`src/logic/mid_defines.svh`:
```
// Constants for the instruction decode and execute block
// Assumes inclusion by bare name from the package and the core
`ifndef MID_DEFINES_SVH
`define MID_DEFINES_SVH
// Oscillator periods per instruction cycle, last phase index
`define MID_OSC_PER_CYC 2
`define MID_PH_LAST 1'b1
// Register file indexes
`define MID_R_PC 6'h02
`define MID_R_ST 6'h03
`define MID_R_PORT0 6'h05
`define MID_R_PORT1 6'h06
`define MID_R_PORT2 6'h07
`define MID_IOC_FIRST 4'h5
// Status register bits and reset value
`define MID_ST_C 0
`define MID_ST_DC 1
`define MID_ST_Z 2
`define MID_ST_P 3
`define MID_ST_T 4
`define MID_ST_PG_HI 6
`define MID_ST_PG_LO 5
`define MID_ST_RST 8'h18
// Special operation codes in the low six bits
`define MID_OP_NOP 6'h00
`define MID_OP_DAA 6'h01
`define MID_OP_CONTW 6'h02
`define MID_OP_SLEEP 6'h03
`define MID_OP_WATCHDOG_CLEAR_OP 6'h04
`define MID_OP_ENI 6'h10
`define MID_OP_IRQ_DISABLE_OP 6'h11
`define MID_OP_RET 6'h12
`define MID_OP_RETURN_IRQ_OP 6'h13
`define MID_OP_CONTR 6'h14
// Bus register byte addresses
`define MID_A_CTRL 8'h00
`define MID_A_STAT 8'h04
`define MID_A_PC 8'h08
`define MID_A_CID 8'h0c
// Control bits and reset value (run off, two-cycle select)
`define MID_CTL_RUN 0
`define MID_CTL_CYC 1
`define MID_CTL_WAKE 2
`define MID_CTL_RST 2'b10
// Identification word reset value, arbitrary
`define MID_CID_RST 13'h0155
`define MID_RESP_OKAY 2'b00
`define MID_RESP_SLVERR 2'b10
`endif

```
`src/logic/mid_pkg.sv`:
```
// Types shared by the decode and execute block
// Assumes the defines header is on the include path
`default_nettype none
`include "mid_defines.svh"
package mid_pkg;
    typedef enum logic [1:0] {
        MID_RUN,
        MID_DEAD,
        MID_SLEEP
    } mid_state_t;

    typedef struct packed {
        logic [7:0] res;
        logic wr_a;
        logic wr_r;
        logic upd_z;
        logic upd_c;
        logic upd_dc;
        logic c;
        logic dc;
        logic skip;
        logic jump;
        logic push;
        logic pop;
        logic ioc_wr;
        logic core_control_register_wr;
        logic sleep;
        logic watchdog_clear_op;
        logic ie_set;
        logic ie_clr;
    } mid_exec_t;
endpackage
`default_nettype wire

```
`src/logic/mid_decoder.sv`:
```
// Instruction decode and execute core with AXI4-Lite control
// Assumes a combinational program memory on prog_addr/prog_data
`timescale 1ns/1ps
`default_nettype none
`include "mid_defines.svh"

// How it works
// RULE1: Each program word is 13 bits: opcode field then operand fields.
// RULE2: A plain instruction completes in one cycle of two clock periods.
// RULE3: Writes to the program counter register cost one or two cycles.
// RULE4: Bit clear, set, skip-if-clear and skip-if-set on any register bit.
// RULE5: Port registers sit in the register field like ordinary registers.
// RULE6: A six-bit field picks one register for register operations.
// RULE7: Literals are 8 bits for accumulator ops, 10 bits for call/jump.
// RULE8: Sleep clears watchdog and stops; watchdog clear only clears; both set flags.
// RULE9: Interrupt enable, disable, return, and return with enable.
// RULE10: Control register moves reach only valid control registers, no flags.
// RULE11: Add and subtract update zero, carry and half carry.
// RULE12: Logic, complement, step, clear and move update only zero.
// RULE13: Decrement and skip next when zero, flags untouched.
// RULE14: Increment and skip next when zero, flags untouched.
// RULE15: Rotates move through carry in either direction.
// RULE16: Nibble swap, no flags.
// RULE17: Call pushes return address; call and jump load page plus literal.
// RULE18: Return with literal loads accumulator and pops the program counter.
// RULE19: A 13-bit identification word is kept with no behaviour.
// RULE20: Cycle select 0 gives one cycle, 1 gives two; default two.
// RULE21: Bit six picks destination: 0 accumulator, 1 register.
// RULE22: A skip turns the next instruction into a dead cycle.
module mid_decoder
    import mid_pkg::*;
(
    input wire logic core_clk,
    input wire logic reset,
    output logic [11:0] prog_addr,
    input wire logic [12:0] prog_data,
    input wire logic [23:0] port_in,
    output logic [23:0] port_out,
    output logic watchdog_clear,
    output logic osc_stop,
    output logic irq_enabled,
    input wire logic [7:0] s_axi_awaddr,
    input wire logic s_axi_awvalid,
    output logic s_axi_awready,
    input wire logic [31:0] s_axi_wdata,
    input wire logic [3:0] s_axi_wstrb,
    input wire logic s_axi_wvalid,
    output logic s_axi_wready,
    output logic [1:0] s_axi_bresp,
    output logic s_axi_bvalid,
    input wire logic s_axi_bready,
    input wire logic [7:0] s_axi_araddr,
    input wire logic s_axi_arvalid,
    output logic s_axi_arready,
    output logic [31:0] s_axi_rdata,
    output logic [1:0] s_axi_rresp,
    output logic s_axi_rvalid,
    input wire logic s_axi_rready
);

    // ==========================================================
    // Arithmetic helper
    function automatic logic [9:0] f_add(
        input logic [7:0] x,
        input logic [7:0] y,
        input logic cin
    );
        logic [4:0] lo;
        logic [4:0] hi;
        lo = {1'b0, x[3:0]} + {1'b0, y[3:0]} + {4'h0, cin};
        hi = {1'b0, x[7:4]} + {1'b0, y[7:4]} + {4'h0, lo[4]};
        return {lo[4], hi[4], hi[3:0], lo[3:0]};
    endfunction

    // ==========================================================
    // State
    logic [7:0] file_q [0:63];
    logic [7:0] ioc_q [0:15];
    logic [11:0] stack_q [0:7];
    logic [2:0] sp_q;
    logic [2:0] sp_dec;
    logic [11:0] pc_q;
    logic [7:0] acc_q;
    logic [7:0] core_control_register_q;
    logic [7:0] st_q;
    logic [12:0] ir_q;
    logic ie_q;
    logic ph_q;
    mid_state_t state_q;
    logic [1:0] ctrl_q;
    logic wake_q;
    logic [12:0] cid_q;
    logic [23:0] pin_s1_q;
    logic [23:0] pin_s2_q;
    logic wdc_q;
    mid_exec_t ex;
    logic [7:0] rv;
    logic [7:0] k8;
    logic [7:0] mask;
    logic [9:0] sum;
    logic [8:0] dt;
    logic [5:0] ra;
    logic run;
    logic exec_now;
    logic fetch_now;
    logic pc_chg;

    assign ra = ir_q[5:0];
    assign k8 = ir_q[7:0];
    assign mask = 8'h01 << ir_q[8:6];
    assign run = ctrl_q[`MID_CTL_RUN];
    assign sp_dec = sp_q - 3'h1;
    assign fetch_now = run && state_q == MID_RUN && ph_q != `MID_PH_LAST;
    assign exec_now = run && state_q == MID_RUN && ph_q == `MID_PH_LAST;
    assign pc_chg = ex.jump || ex.pop || (ex.wr_r && ra == `MID_R_PC);
    assign prog_addr = pc_q;
    assign port_out = {file_q[`MID_R_PORT2], file_q[`MID_R_PORT1], file_q[`MID_R_PORT0]};
    assign watchdog_clear = wdc_q;
    assign osc_stop = state_q == MID_SLEEP;
    assign irq_enabled = ie_q;

    // ==========================================================
    // Pin input synchroniser
    always_ff @(posedge core_clk) begin
        if (reset) begin
            pin_s1_q <= 24'h000000;
            pin_s2_q <= 24'h000000;
        end else begin
            pin_s1_q <= port_in;
            pin_s2_q <= pin_s1_q;
        end
    end

    // ==========================================================
    // Operand read
    always_comb begin
        case (ra) // [RULE6] [RULE5]
            `MID_R_PC: rv = pc_q[7:0];
            `MID_R_ST: rv = st_q;
            `MID_R_PORT0: rv = pin_s2_q[7:0];
            `MID_R_PORT1: rv = pin_s2_q[15:8];
            `MID_R_PORT2: rv = pin_s2_q[23:16];
            default: rv = file_q[ra];
        endcase
    end

    // ==========================================================
    // Decode and compute
    always_comb begin
        ex = '0;
        sum = 10'h000;
        dt = {1'b0, acc_q};
        if (ir_q[12]) begin
            if (!ir_q[11]) begin
                ex.jump = 1'b1; // [RULE7] [RULE17]
                ex.push = !ir_q[10]; // [RULE17]
            end else begin
                ex.wr_a = 1'b1; // [RULE7]
                case (ir_q[10:8])
                    3'b000: ex.res = k8;
                    3'b001: begin
                        ex.res = acc_q | k8;
                        ex.upd_z = 1'b1;
                    end
                    3'b010: begin
                        ex.res = acc_q & k8;
                        ex.upd_z = 1'b1;
                    end
                    3'b011: begin
                        ex.res = acc_q ^ k8;
                        ex.upd_z = 1'b1;
                    end
                    3'b100: begin
                        ex.res = k8; // [RULE18]
                        ex.pop = 1'b1;
                    end
                    3'b101: sum = f_add(k8, ~acc_q, 1'b1);
                    3'b111: sum = f_add(k8, acc_q, 1'b0);
                    default: ex.wr_a = 1'b0;
                endcase
                if (ir_q[10:8] == 3'b101 || ir_q[10:8] == 3'b111) begin
                    ex.res = sum[7:0];
                    ex.c = sum[8];
                    ex.dc = sum[9];
                    ex.upd_z = 1'b1;
                    ex.upd_c = 1'b1;
                    ex.upd_dc = 1'b1;
                end
            end
        end else if (ir_q[11]) begin
            case (ir_q[10:9]) // [RULE4]
                2'b00: begin
                    ex.res = rv & ~mask;
                    ex.wr_r = 1'b1;
                end
                2'b01: begin
                    ex.res = rv | mask;
                    ex.wr_r = 1'b1;
                end
                2'b10: ex.skip = (rv & mask) == 8'h00;
                default: ex.skip = (rv & mask) != 8'h00;
            endcase
        end else if (ir_q[10:8] == 3'b000) begin
            case (ir_q[7:6])
                2'b00: begin
                    case (ra)
                        `MID_OP_NOP: ex.res = 8'h00;
                        `MID_OP_DAA: begin
                            if (acc_q[3:0] > 4'h9) begin
                                dt = dt + 9'h006;
                            end
                            if (dt > 9'h099 || st_q[`MID_ST_C]) begin
                                dt = dt + 9'h060;
                                ex.c = 1'b1;
                            end
                            ex.res = dt[7:0];
                            ex.wr_a = 1'b1;
                            ex.upd_c = 1'b1;
                        end
                        `MID_OP_CONTW: ex.core_control_register_wr = 1'b1;
                        `MID_OP_SLEEP: ex.sleep = 1'b1; // [RULE8]
                        `MID_OP_WATCHDOG_CLEAR_OP: ex.watchdog_clear_op = 1'b1; // [RULE8]
                        `MID_OP_ENI: ex.ie_set = 1'b1; // [RULE9]
                        `MID_OP_IRQ_DISABLE_OP: ex.ie_clr = 1'b1; // [RULE9]
                        `MID_OP_RET: ex.pop = 1'b1; // [RULE9]
                        `MID_OP_RETURN_IRQ_OP: begin
                            ex.pop = 1'b1; // [RULE9]
                            ex.ie_set = 1'b1;
                        end
                        `MID_OP_CONTR: begin
                            ex.res = core_control_register_q;
                            ex.wr_a = 1'b1;
                        end
                        default: begin
                            if (ir_q[5:4] == 2'b00 && ir_q[3:0] >= `MID_IOC_FIRST) begin
                                ex.ioc_wr = 1'b1; // [RULE10]
                            end else if (ir_q[5:4] == 2'b01 && ir_q[3:0] >= `MID_IOC_FIRST) begin
                                ex.res = ioc_q[ir_q[3:0]]; // [RULE10]
                                ex.wr_a = 1'b1;
                            end
                        end
                    endcase
                end
                2'b01: begin
                    ex.res = acc_q;
                    ex.wr_r = 1'b1;
                end
                2'b10: begin
                    ex.wr_a = 1'b1; // [RULE12]
                    ex.upd_z = 1'b1;
                end
                default: begin
                    ex.wr_r = 1'b1; // [RULE12]
                    ex.upd_z = 1'b1;
                end
            endcase
        end else begin
            ex.wr_a = !ir_q[6]; // [RULE21]
            ex.wr_r = ir_q[6]; // [RULE21]
            case ({ir_q[10:8], ir_q[7]})
                4'b0010: begin
                    sum = f_add(rv, ~acc_q, 1'b1); // [RULE11]
                    ex.upd_c = 1'b1;
                    ex.upd_dc = 1'b1;
                end
                4'b0011: ex.res = rv - 8'h01;
                4'b0100: ex.res = acc_q | rv;
                4'b0101: ex.res = acc_q & rv;
                4'b0110: ex.res = acc_q ^ rv;
                4'b0111: begin
                    sum = f_add(acc_q, rv, 1'b0); // [RULE11]
                    ex.upd_c = 1'b1;
                    ex.upd_dc = 1'b1;
                end
                4'b1000: ex.res = rv;
                4'b1001: ex.res = ~rv;
                4'b1010: ex.res = rv + 8'h01;
                4'b1011: begin
                    ex.res = rv - 8'h01; // [RULE13]
                    ex.skip = ex.res == 8'h00;
                end
                4'b1100: begin
                    ex.res = {st_q[`MID_ST_C], rv[7:1]}; // [RULE15]
                    ex.c = rv[0];
                    ex.upd_c = 1'b1;
                end
                4'b1101: begin
                    ex.res = {rv[6:0], st_q[`MID_ST_C]}; // [RULE15]
                    ex.c = rv[7];
                    ex.upd_c = 1'b1;
                end
                4'b1110: ex.res = {rv[3:0], rv[7:4]}; // [RULE16]
                default: begin
                    ex.res = rv + 8'h01; // [RULE14]
                    ex.skip = ex.res == 8'h00;
                end
            endcase
            if (ex.upd_dc) begin
                ex.res = sum[7:0];
                ex.c = sum[8];
                ex.dc = sum[9];
            end
            ex.upd_z = ir_q[10:8] != 3'b110 && ir_q[10:8] != 3'b111 &&
                       {ir_q[10:8], ir_q[7]} != 4'b1011; // [RULE12]
        end
    end

    // ==========================================================
    // Sequencing
    always_ff @(posedge core_clk) begin
        if (reset) begin
            state_q <= MID_RUN;
            ph_q <= 1'b0;
        end else begin
            case (state_q)
                MID_RUN: begin
                    if (run) begin
                        ph_q <= ~ph_q; // [RULE2]
                        if (exec_now && ex.sleep) begin
                            state_q <= MID_SLEEP;
                        end else if (exec_now && ex.skip) begin
                            state_q <= MID_DEAD; // [RULE22]
                        end else if (exec_now && pc_chg && ctrl_q[`MID_CTL_CYC]) begin
                            state_q <= MID_DEAD; // [RULE3] [RULE20]
                        end
                    end
                end
                MID_DEAD: begin
                    if (run) begin
                        ph_q <= ~ph_q;
                        if (ph_q == `MID_PH_LAST) begin
                            state_q <= MID_RUN;
                        end
                    end
                end
                MID_SLEEP: begin
                    ph_q <= 1'b0;
                    if (wake_q) begin
                        state_q <= MID_RUN;
                    end
                end
                default: state_q <= MID_RUN;
            endcase
        end
    end

    // ==========================================================
    // Fetch and program counter
    always_ff @(posedge core_clk) begin
        if (reset) begin
            ir_q <= 13'h0000;
        end else if (fetch_now) begin
            ir_q <= prog_data; // [RULE1]
        end
    end

    always_ff @(posedge core_clk) begin
        if (reset) begin
            pc_q <= 12'h000;
        end else if (exec_now) begin
            if (ex.jump) begin
                pc_q <= {st_q[`MID_ST_PG_HI:`MID_ST_PG_LO], ir_q[9:0]}; // [RULE17]
            end else if (ex.pop) begin
                pc_q <= stack_q[sp_dec]; // [RULE18] [RULE9]
            end else if (ex.wr_r && ra == `MID_R_PC) begin
                pc_q <= {pc_q[11:8], ex.res}; // [RULE3]
            end else if (ex.skip) begin
                pc_q <= pc_q + 12'h002; // [RULE22]
            end else begin
                pc_q <= pc_q + 12'h001;
            end
        end
    end

    always_ff @(posedge core_clk) begin
        if (reset) begin
            sp_q <= 3'h0;
        end else if (exec_now && ex.push) begin
            stack_q[sp_q] <= pc_q + 12'h001; // [RULE17]
            sp_q <= sp_q + 3'h1;
        end else if (exec_now && ex.pop) begin
            sp_q <= sp_dec;
        end
    end

    // ==========================================================
    // Register file, accumulator, control registers
    always_ff @(posedge core_clk) begin
        if (reset) begin
            for (int i = 0; i < 64; i++) begin
                file_q[i] <= 8'h00;
            end
        end else if (exec_now && ex.wr_r && ra != `MID_R_PC && ra != `MID_R_ST) begin
            file_q[ra] <= ex.res; // [RULE6]
        end
    end

    always_ff @(posedge core_clk) begin
        if (reset) begin
            acc_q <= 8'h00;
            core_control_register_q <= 8'h00;
        end else if (exec_now) begin
            if (ex.wr_a) begin
                acc_q <= ex.res;
            end
            if (ex.core_control_register_wr) begin
                core_control_register_q <= acc_q;
            end
        end
    end

    always_ff @(posedge core_clk) begin
        if (reset) begin
            for (int i = 0; i < 16; i++) begin
                ioc_q[i] <= 8'h00;
            end
        end else if (exec_now && ex.ioc_wr) begin
            ioc_q[ir_q[3:0]] <= acc_q; // [RULE10]
        end
    end

    // ==========================================================
    // Status flags, interrupt enable, watchdog pulse
    always_ff @(posedge core_clk) begin
        if (reset) begin
            st_q <= `MID_ST_RST;
        end else if (exec_now) begin
            if (ex.wr_r && ra == `MID_R_ST) begin
                st_q <= ex.res;
            end
            if (ex.upd_z) begin
                st_q[`MID_ST_Z] <= ex.res == 8'h00; // [RULE11] [RULE12]
            end
            if (ex.upd_c) begin
                st_q[`MID_ST_C] <= ex.c; // [RULE11] [RULE15]
            end
            if (ex.upd_dc) begin
                st_q[`MID_ST_DC] <= ex.dc; // [RULE11]
            end
            if (ex.sleep || ex.watchdog_clear_op) begin
                st_q[`MID_ST_T] <= 1'b1; // [RULE8]
                st_q[`MID_ST_P] <= ex.watchdog_clear_op;
            end
        end
    end

    always_ff @(posedge core_clk) begin
        if (reset) begin
            ie_q <= 1'b0;
            wdc_q <= 1'b0;
        end else begin
            wdc_q <= exec_now && (ex.sleep || ex.watchdog_clear_op); // [RULE8]
            if (exec_now && ex.ie_set) begin
                ie_q <= 1'b1; // [RULE9]
            end else if (exec_now && ex.ie_clr) begin
                ie_q <= 1'b0;
            end
        end
    end

    // ==========================================================
    // AXI4-Lite slave
    logic aw_ok_q;
    logic w_ok_q;
    logic [7:0] aw_q;
    logic [31:0] wd_q;
    logic [3:0] ws_q;

    assign s_axi_awready = !aw_ok_q && !s_axi_bvalid;
    assign s_axi_wready = !w_ok_q && !s_axi_bvalid;
    assign s_axi_arready = !s_axi_rvalid;

    always_ff @(posedge core_clk) begin
        if (reset) begin
            aw_ok_q <= 1'b0;
            w_ok_q <= 1'b0;
            aw_q <= 8'h00;
            wd_q <= 32'h00000000;
            ws_q <= 4'h0;
            s_axi_bvalid <= 1'b0;
            s_axi_bresp <= `MID_RESP_OKAY;
            ctrl_q <= `MID_CTL_RST;
            wake_q <= 1'b0;
            cid_q <= `MID_CID_RST;
        end else begin
            wake_q <= 1'b0;
            if (s_axi_awvalid && s_axi_awready) begin
                aw_ok_q <= 1'b1;
                aw_q <= s_axi_awaddr;
            end
            if (s_axi_wvalid && s_axi_wready) begin
                w_ok_q <= 1'b1;
                wd_q <= s_axi_wdata;
                ws_q <= s_axi_wstrb;
            end
            if (aw_ok_q && w_ok_q) begin
                aw_ok_q <= 1'b0;
                w_ok_q <= 1'b0;
                s_axi_bvalid <= 1'b1;
                s_axi_bresp <= `MID_RESP_OKAY;
                case (aw_q)
                    `MID_A_CTRL: begin
                        if (ws_q[0]) begin
                            ctrl_q <= wd_q[1:0]; // [RULE20]
                            wake_q <= wd_q[`MID_CTL_WAKE];
                        end
                    end
                    `MID_A_CID: begin
                        if (ws_q[0]) begin
                            cid_q[7:0] <= wd_q[7:0]; // [RULE19]
                        end
                        if (ws_q[1]) begin
                            cid_q[12:8] <= wd_q[12:8];
                        end
                    end
                    `MID_A_STAT, `MID_A_PC: s_axi_bresp <= `MID_RESP_OKAY;
                    default: s_axi_bresp <= `MID_RESP_SLVERR;
                endcase
            end else if (s_axi_bvalid && s_axi_bready) begin
                s_axi_bvalid <= 1'b0;
            end
        end
    end

    always_ff @(posedge core_clk) begin
        if (reset) begin
            s_axi_rvalid <= 1'b0;
            s_axi_rdata <= 32'h00000000;
            s_axi_rresp <= `MID_RESP_OKAY;
        end else if (s_axi_arvalid && s_axi_arready) begin
            s_axi_rvalid <= 1'b1;
            s_axi_rresp <= `MID_RESP_OKAY;
            case (s_axi_araddr)
                `MID_A_CTRL: s_axi_rdata <= {30'h00000000, ctrl_q};
                `MID_A_STAT: s_axi_rdata <= {14'h0000, osc_stop, ie_q, st_q, acc_q};
                `MID_A_PC: s_axi_rdata <= {20'h00000, pc_q};
                `MID_A_CID: s_axi_rdata <= {19'h00000, cid_q};
                default: begin
                    s_axi_rdata <= 32'h00000000;
                    s_axi_rresp <= `MID_RESP_SLVERR;
                end
            endcase
        end else if (s_axi_rvalid && s_axi_rready) begin
            s_axi_rvalid <= 1'b0;
        end
    end

endmodule
`default_nettype wire

```
`config.mk`:
```
export PLATFORM = sky130hd
export DESIGN_NAME = mid_decoder
export DESIGN_NICKNAME = d
export VERILOG_FILES = /design/src/logic/mid_pkg.sv /design/src/logic/mid_decoder.sv
export VERILOG_INCLUDE_DIRS = /design/src /design/src/logic
export SDC_FILE = /design/constraint.sdc
export NUM_CORES = 2
export LEC_CHECK = 0
export BUFFER_PORTS_ARGS = -buffer_cell sky130_fd_sc_hd__buf_2
export CORE_MARGIN = 2
export CORE_UTILIZATION = 62
export DETAILED_ROUTE_END_ITERATION = 10
export PLACE_DENSITY = 0.8
export SETUP_SLACK_MARGIN = 0.1
export SLEW_MARGIN = 20
export SYNTH_ARGS = -nofsm -noshare
export SYNTH_HDL_FRONTEND = slang
export SYNTH_SLANG_ARGS = --single-unit
```
`constraint.sdc`:
```
create_clock -name core_clk -period 7.72 [get_ports core_clk]
set_input_delay 0.772 -clock core_clk [delete_from_list [all_inputs] [get_ports core_clk]]
set_output_delay 0.772 -clock core_clk [all_outputs]
set_load 0.05 [all_outputs]
```
# Word-level counts from Yosys, hierarchy flattened
# Memory sizes are Yosys's and may differ from the RTL's. A register that Yosys moved wholly into a read port is not among the register bits.
# Index checks and enable logic that the tools add are counted.
dict set report word_totals {
  ff_bits 184
  latchBits 0
  mem_bits_rw 736
  rom_bits 0
  input_bits 96
  output_inout_bits 80
  word_cells 354
  n_memories 3
}
# name depth width rd rd_ports_with_merged_regs write_ports line_no
set mem_list {}
lappend mem_list {file_q 64 8 4 1 64 mid_decoder.sv:77} ;# logic [7:0] file_q [0:63];
lappend mem_list {ioc_q 16 8 1 1 16 mid_decoder.sv:78} ;# logic [7:0] ioc_q [0:15];
lappend mem_list {stack_q 8 12 1 0 1 mid_decoder.sv:79} ;# logic [11:0] stack_q [0:7];
dict set report classes {
  n_addsub 22
  multipliers 0
  n_div 0
  order_cmp 3
  n_eq_ne 56
  shifts 1
  n_mux 124
  bitwise_logic 16
  reduce_logical 98
}
# cell count
set ops {}
lappend ops {{9-bit 2-to-1 mux} 10}
lappend ops {{8-bit one-hot mux with 10 select lines} 1}
lappend ops {{18-bit one-hot mux with 4 select lines} 1}
lappend ops {{12-bit 2-to-1 mux} 5}
lappend ops {{1-bit 2-to-1 mux} 56}
lappend ops {{8-bit logical NOT} 6}
lappend ops {{8-bit 2-to-1 mux} 6}
lappend ops {{4-bit by 4-bit adder with 5-bit output} 8}
lappend ops {{10-bit one-hot mux with 2 select lines} 2}
lappend ops {{8-bit one-hot mux with 5 select lines} 1}
lappend ops {{8-bit bitwise AND} 4}
lappend ops {{8-bit by 4-bit equality test with 1-bit output, second input constant} 4}
lappend ops {{8-bit one-hot mux with 2 select lines} 2}
lappend ops {{8-bit one-hot mux with 4 select lines} 1}
lappend ops {{6-bit by 5-bit equality test with 1-bit output, second input constant} 5}
lappend ops {{1-bit logical AND} 30}
lappend ops {{4-bit equality test, second input constant} 7}
lappend ops {{2-bit 2-to-1 mux} 14}
lappend ops {{5-bit 2-to-1 mux} 5}
lappend ops {{6-bit by 3-bit equality test with 1-bit output, second input constant} 4}
lappend ops {{6-bit 2-to-1 mux} 4}
lappend ops {{8-bit inverter} 3}
lappend ops {{8-bit bitwise OR} 3}
lappend ops {{8-bit one-hot mux with 3 select lines} 1}
lappend ops {{54 further kinds} 137}

# Depth between registers and ports, before layout
dict set report logic_depth {
  depth_word 24
  mapped_depth 28
  mapped_depth_nobuf 22
}

# Worst setup path after synthesis
# No wires, ideal clock.
dict set report synth_path {
  kind {register to register}
  start {register ir_q[1]}
  end {memory file_q[0][6], data pin}
  setup_ps 265
  arrival_ps 5171
  required_time_ps 7455
  path_slack_ps 2284
  path_stages_with_launch 24
  path_buffers 4
  synth_period_minus_slack_ps 5436
  cell_sequence {dfxtp_1 buf_2 mux2_2 a221oi_1 o21a_1 o21ai_0 o21ai_4 inv_2 buf_6 ha_1 fa_1 a21o_1 a21oi_1 fa_1 inv_1 fa_1 a221o_1 a21oi_1 nand2_1 a21o_1 o21ai_0 clkbuf_1 clkbuf_1 nor2_1}
}
# item line_no
set synth_rtl {}
lappend synth_rtl {{start: declaration} mid_decoder.sv:86} ;# logic [12:0] ir_q;
lappend synth_rtl {{start signal: assignment} mid_decoder.sv:353} ;# ir_q <= prog_data;
lappend synth_rtl {{end: declaration} mid_decoder.sv:77}

==> out/summary.txt <==
largest net degree at the start of global routing -> 85
RSZ-0062 raised after global routing -> false
sequential area share after synthesis -> 58.7%
Buf+Inv Stages, Crit Path -> 3
Finish-stage setup viols -> 0
DRT iter0 DRCs -> 4588
Netlist cell types -> 101
XOR/XNOR share of the synthesized area -> 0.663%
Post-Synth Simple-Gate Area -> 14.2%
Final period util -> 87.9%
FF+latch count, synth -> 910
Mapped Avg Cell Area -> 11.9 um2
Starting Density -> 62.4%
Pwr Density -> 219 mW/mm2
Layout Nets -> 3932
status -> finished, final reports clean
Worst-Skew Late Latency -> 0.69 ns
total count of hold-check failures in the final report -> 0
total number of vias -> 32215
commonest non-fill, non-tap cells in the layout -> edfxtp_1, nor2_1, nand2_1
CTS tree -> yes
WL final -> 133000 um
H-tree levels -> 3
GR Overflow Total -> 0
Synth Instances -> 3660
post-route setup TNS -> 0 ns
core area -> 0.0698 mm2
VDD IR max -> 0.000326 V
Lkg Pwr -> 16.3 nW
Synth Area in Compound Gates -> 8.64%
drt drc -> 0
CP Max Fanout -> 62
GRT Total Usage -> 36.3%
Worst Tran Pin Value -> 1.31 ns
dpl hpwl -> 87200 um
post-CTS setup buffer count -> 0
crit-path leading delay family -> compound AO/OA/AOI/OAI gates
crit-path cells -> buf_4 -> mux4_2 -> mux2i_1 -> a2111oi_0 -> a21boi_2 -> a32oi_2 -> ha_1 -> o21bai_1 -> fa_1 -> inv_1 -> fa_1 -> o21ai_0 -> a21oi_1 -> o211ai_1 -> a221oi_4 -> buf_12 -> nor2_1
slowest cell on the critical path -> dfxtp_4
busiest grt layer -> met2
die area -> 0.0724 mm2
CTS max path bufs -> 3
Crit. End Element -> flop
cts-stage hold buffer count -> 0
CTS resizes -> 0
Post-synth EDFFs -> 736
fraction of registers with async set or reset after synthesis -> 0%
share of layout cells above drive strength 1 -> 15.3%
slowest stage delay, CP -> 0.86 ns
clk sinks -> 910
grt met2 use -> 55.5%
met1 Use GR -> 49.4%
P&R area growth vs syn -> 11.1%
initial antenna violation count -> 3
fin. max-slew vios -> 0
main combinational cell family by area after synthesis -> simple AND/OR/NAND/NOR gates
post-synthesis mux area share -> 11.7%
clock-pin slew on the worst setup and hold paths -> 0.06 ns
row cnt -> 97
Root Buffer -> clkbuf_16
first-pass GRT wire length -> 196000 um
final core utilization -> 69.4%
num ports -> 176
Fin Clk Skew -> 0.0382 ns
Die H -> 269 um
met3 Use GR -> 9.65%
Routed wire per std cell -> 27.8 um
CP dominant cell by count -> fa_1
iteration count of the initial detailed-routing pass -> 6
Placer Congestion -> 1.02
f_max -> 147 MHz
WS Path Type -> flop to flop
Post-Synth Adder-Cell Area -> 2.04%
max cap viols -> 0
Critical Path AT -> 7.18 ns
die width -> 269 um
vias in the first global route -> 30608
HP Class -> input port to flop
Fillers -> 4736
yosys warns -> 0
WP data required -> 8.12 ns
Cell Area, Synth -> 0.0436 mm2
PortBufs -> 138
worst relative slew slack -> 12.1%
DR vias/cell -> 6.72
CP startpoint kind -> flop
antenna viol nets, final -> 0
Num CTS Buffers -> 92
Min Clock Period, post-route -> 6.78 ns
prevailing post-synth register cell -> edfxtp_1
most common cell after layout, fill and taps aside -> edfxtp_1
per-stage QoR:
stage               power [mW]  instance area, um2  instances  setup WS [ns]  hold WS [ns]
floorplan                 5.82               43800       3731           2.28         0.414
global placement          5.94               45200       4618           1.12         0.422
detailed placement        5.96               45200       4618           1.16         0.423
CTS                       10.6               48400       4789           1.08         0.265
global route              10.8               48400       4789          0.666         0.284
finish                    10.6               48400       4791          0.936         0.280
state kept, by name (all words and copies together) (netlist names), 2 cells and up, named ones only:
| register | count |
|---|---|
| sp_q | 3 |
| ioc_q | 128 |
| st_q | 8 |
| ir_q | 13 |
| pin_s1_q | 24 |
| pin_s2_q | 24 |
| prog_addr | 12 |
| stack_q | 96 |
| aw_q | 8 |
| file_q | 512 |
| s_axi_rdata | 18 |
| acc_q | 8 |
| ws_q | 2 |
| state_q | 2 |
| cid_q | 13 |
| wd_q | 13 |
| ctrl_q | 2 |
| core_control_register_q | 8 |
synth_stat cells (18+ instances only):
| master | count | area share (%) |
|---|---|---|
| a211oi_1 | 34 | 0.59 |
| and2_1 | 28 | 0.40 |
| a221oi_1 | 24 | 0.48 |
| clkbuf_1 | 141 | 1.2 |
| buf_4 | 42 | 0.72 |
| edfxtp_1 | 736 | 51 |
| buf_1 | 58 | 0.50 |
| nor4_1 | 19 | 0.27 |
| a22oi_1 | 71 | 1.2 |
| nand3_1 | 59 | 0.68 |
| a31oi_1 | 21 | 0.30 |
| ha_1 | 52 | 1.5 |
| nor2b_1 | 67 | 0.96 |
| mux4_2 | 127 | 6.6 |
| nand2b_1 | 24 | 0.34 |
| o22ai_1 | 22 | 0.32 |
| inv_1 | 41 | 0.35 |
| o21ai_0 | 88 | 1.0 |
| buf_2 | 26 | 0.30 |
| nand4_1 | 18 | 0.26 |
| dfxtp_1 | 174 | 8.0 |
| mux2i_1 | 198 | 4.5 |
| or3_1 | 19 | 0.27 |
| xnor2_1 | 25 | 0.50 |
| nand2_1 | 307 | 2.6 |
| nor3_1 | 129 | 1.5 |
| nor2_1 | 680 | 5.9 |
| a21oi_1 | 146 | 1.7 |
where the power goes:
group	internal, mW	switching, mW	leakage (nW)
clock	2.78	1.98	1.55
sequential	5.43	0.0522	8.88
combinational	0.109	0.276	5.91
metal layers:
layer	vias to the layer above	share of wire (%)
met3	415	14
met4	6	4.9
met2	2481	45
met1	15669	36
li1	13644	-
met5	-	0.029
area by class of cell:
| class | count | area, um2 | area share (%) |
|---|---|---|---|
| Clock inverter | 58 | 729 | 1.51 |
| Sequential cell | 910 | 25600 | 52.9 |
| Inverter | 52 | 201 | 0.416 |
| Tap cell | 940 | 1180 | 2.43 |
| Timing Repair Buffer | 240 | 1550 | 3.20 |
| Multi-Input combinational cell | 2476 | 16700 | 34.4 |
| Antenna cell | 2 | 5.00 | 0.0103 |
| Clock buffer | 113 | 2490 | 5.14 |
worst paths after layout:
check | start | endpoint | slack (ns) | cells past startpoint
setup / recovery | flop | file_q[46][5] | 0.94 | 17
setup reg to reg | flop | file_q[46][5] | 0.94 | 17
hold / removal | s_axi_rready | s_axi_rvalid | 0.28 | 2
hold reg to reg | pin_s1_q[15] | pin_s2_q[15] | 0.43 | 1
kinds of logic after synthesis:
logic type,after synthesis
and+or+nand+nor,1409
xor gates and xnor gates,33
other,1
adders and majority gates,64
DFF,910
buffers and inverters,345
AOI/OAI and AO/OA,553
muxes,345
Note: power is estimated with default switching activity, not from simulation.
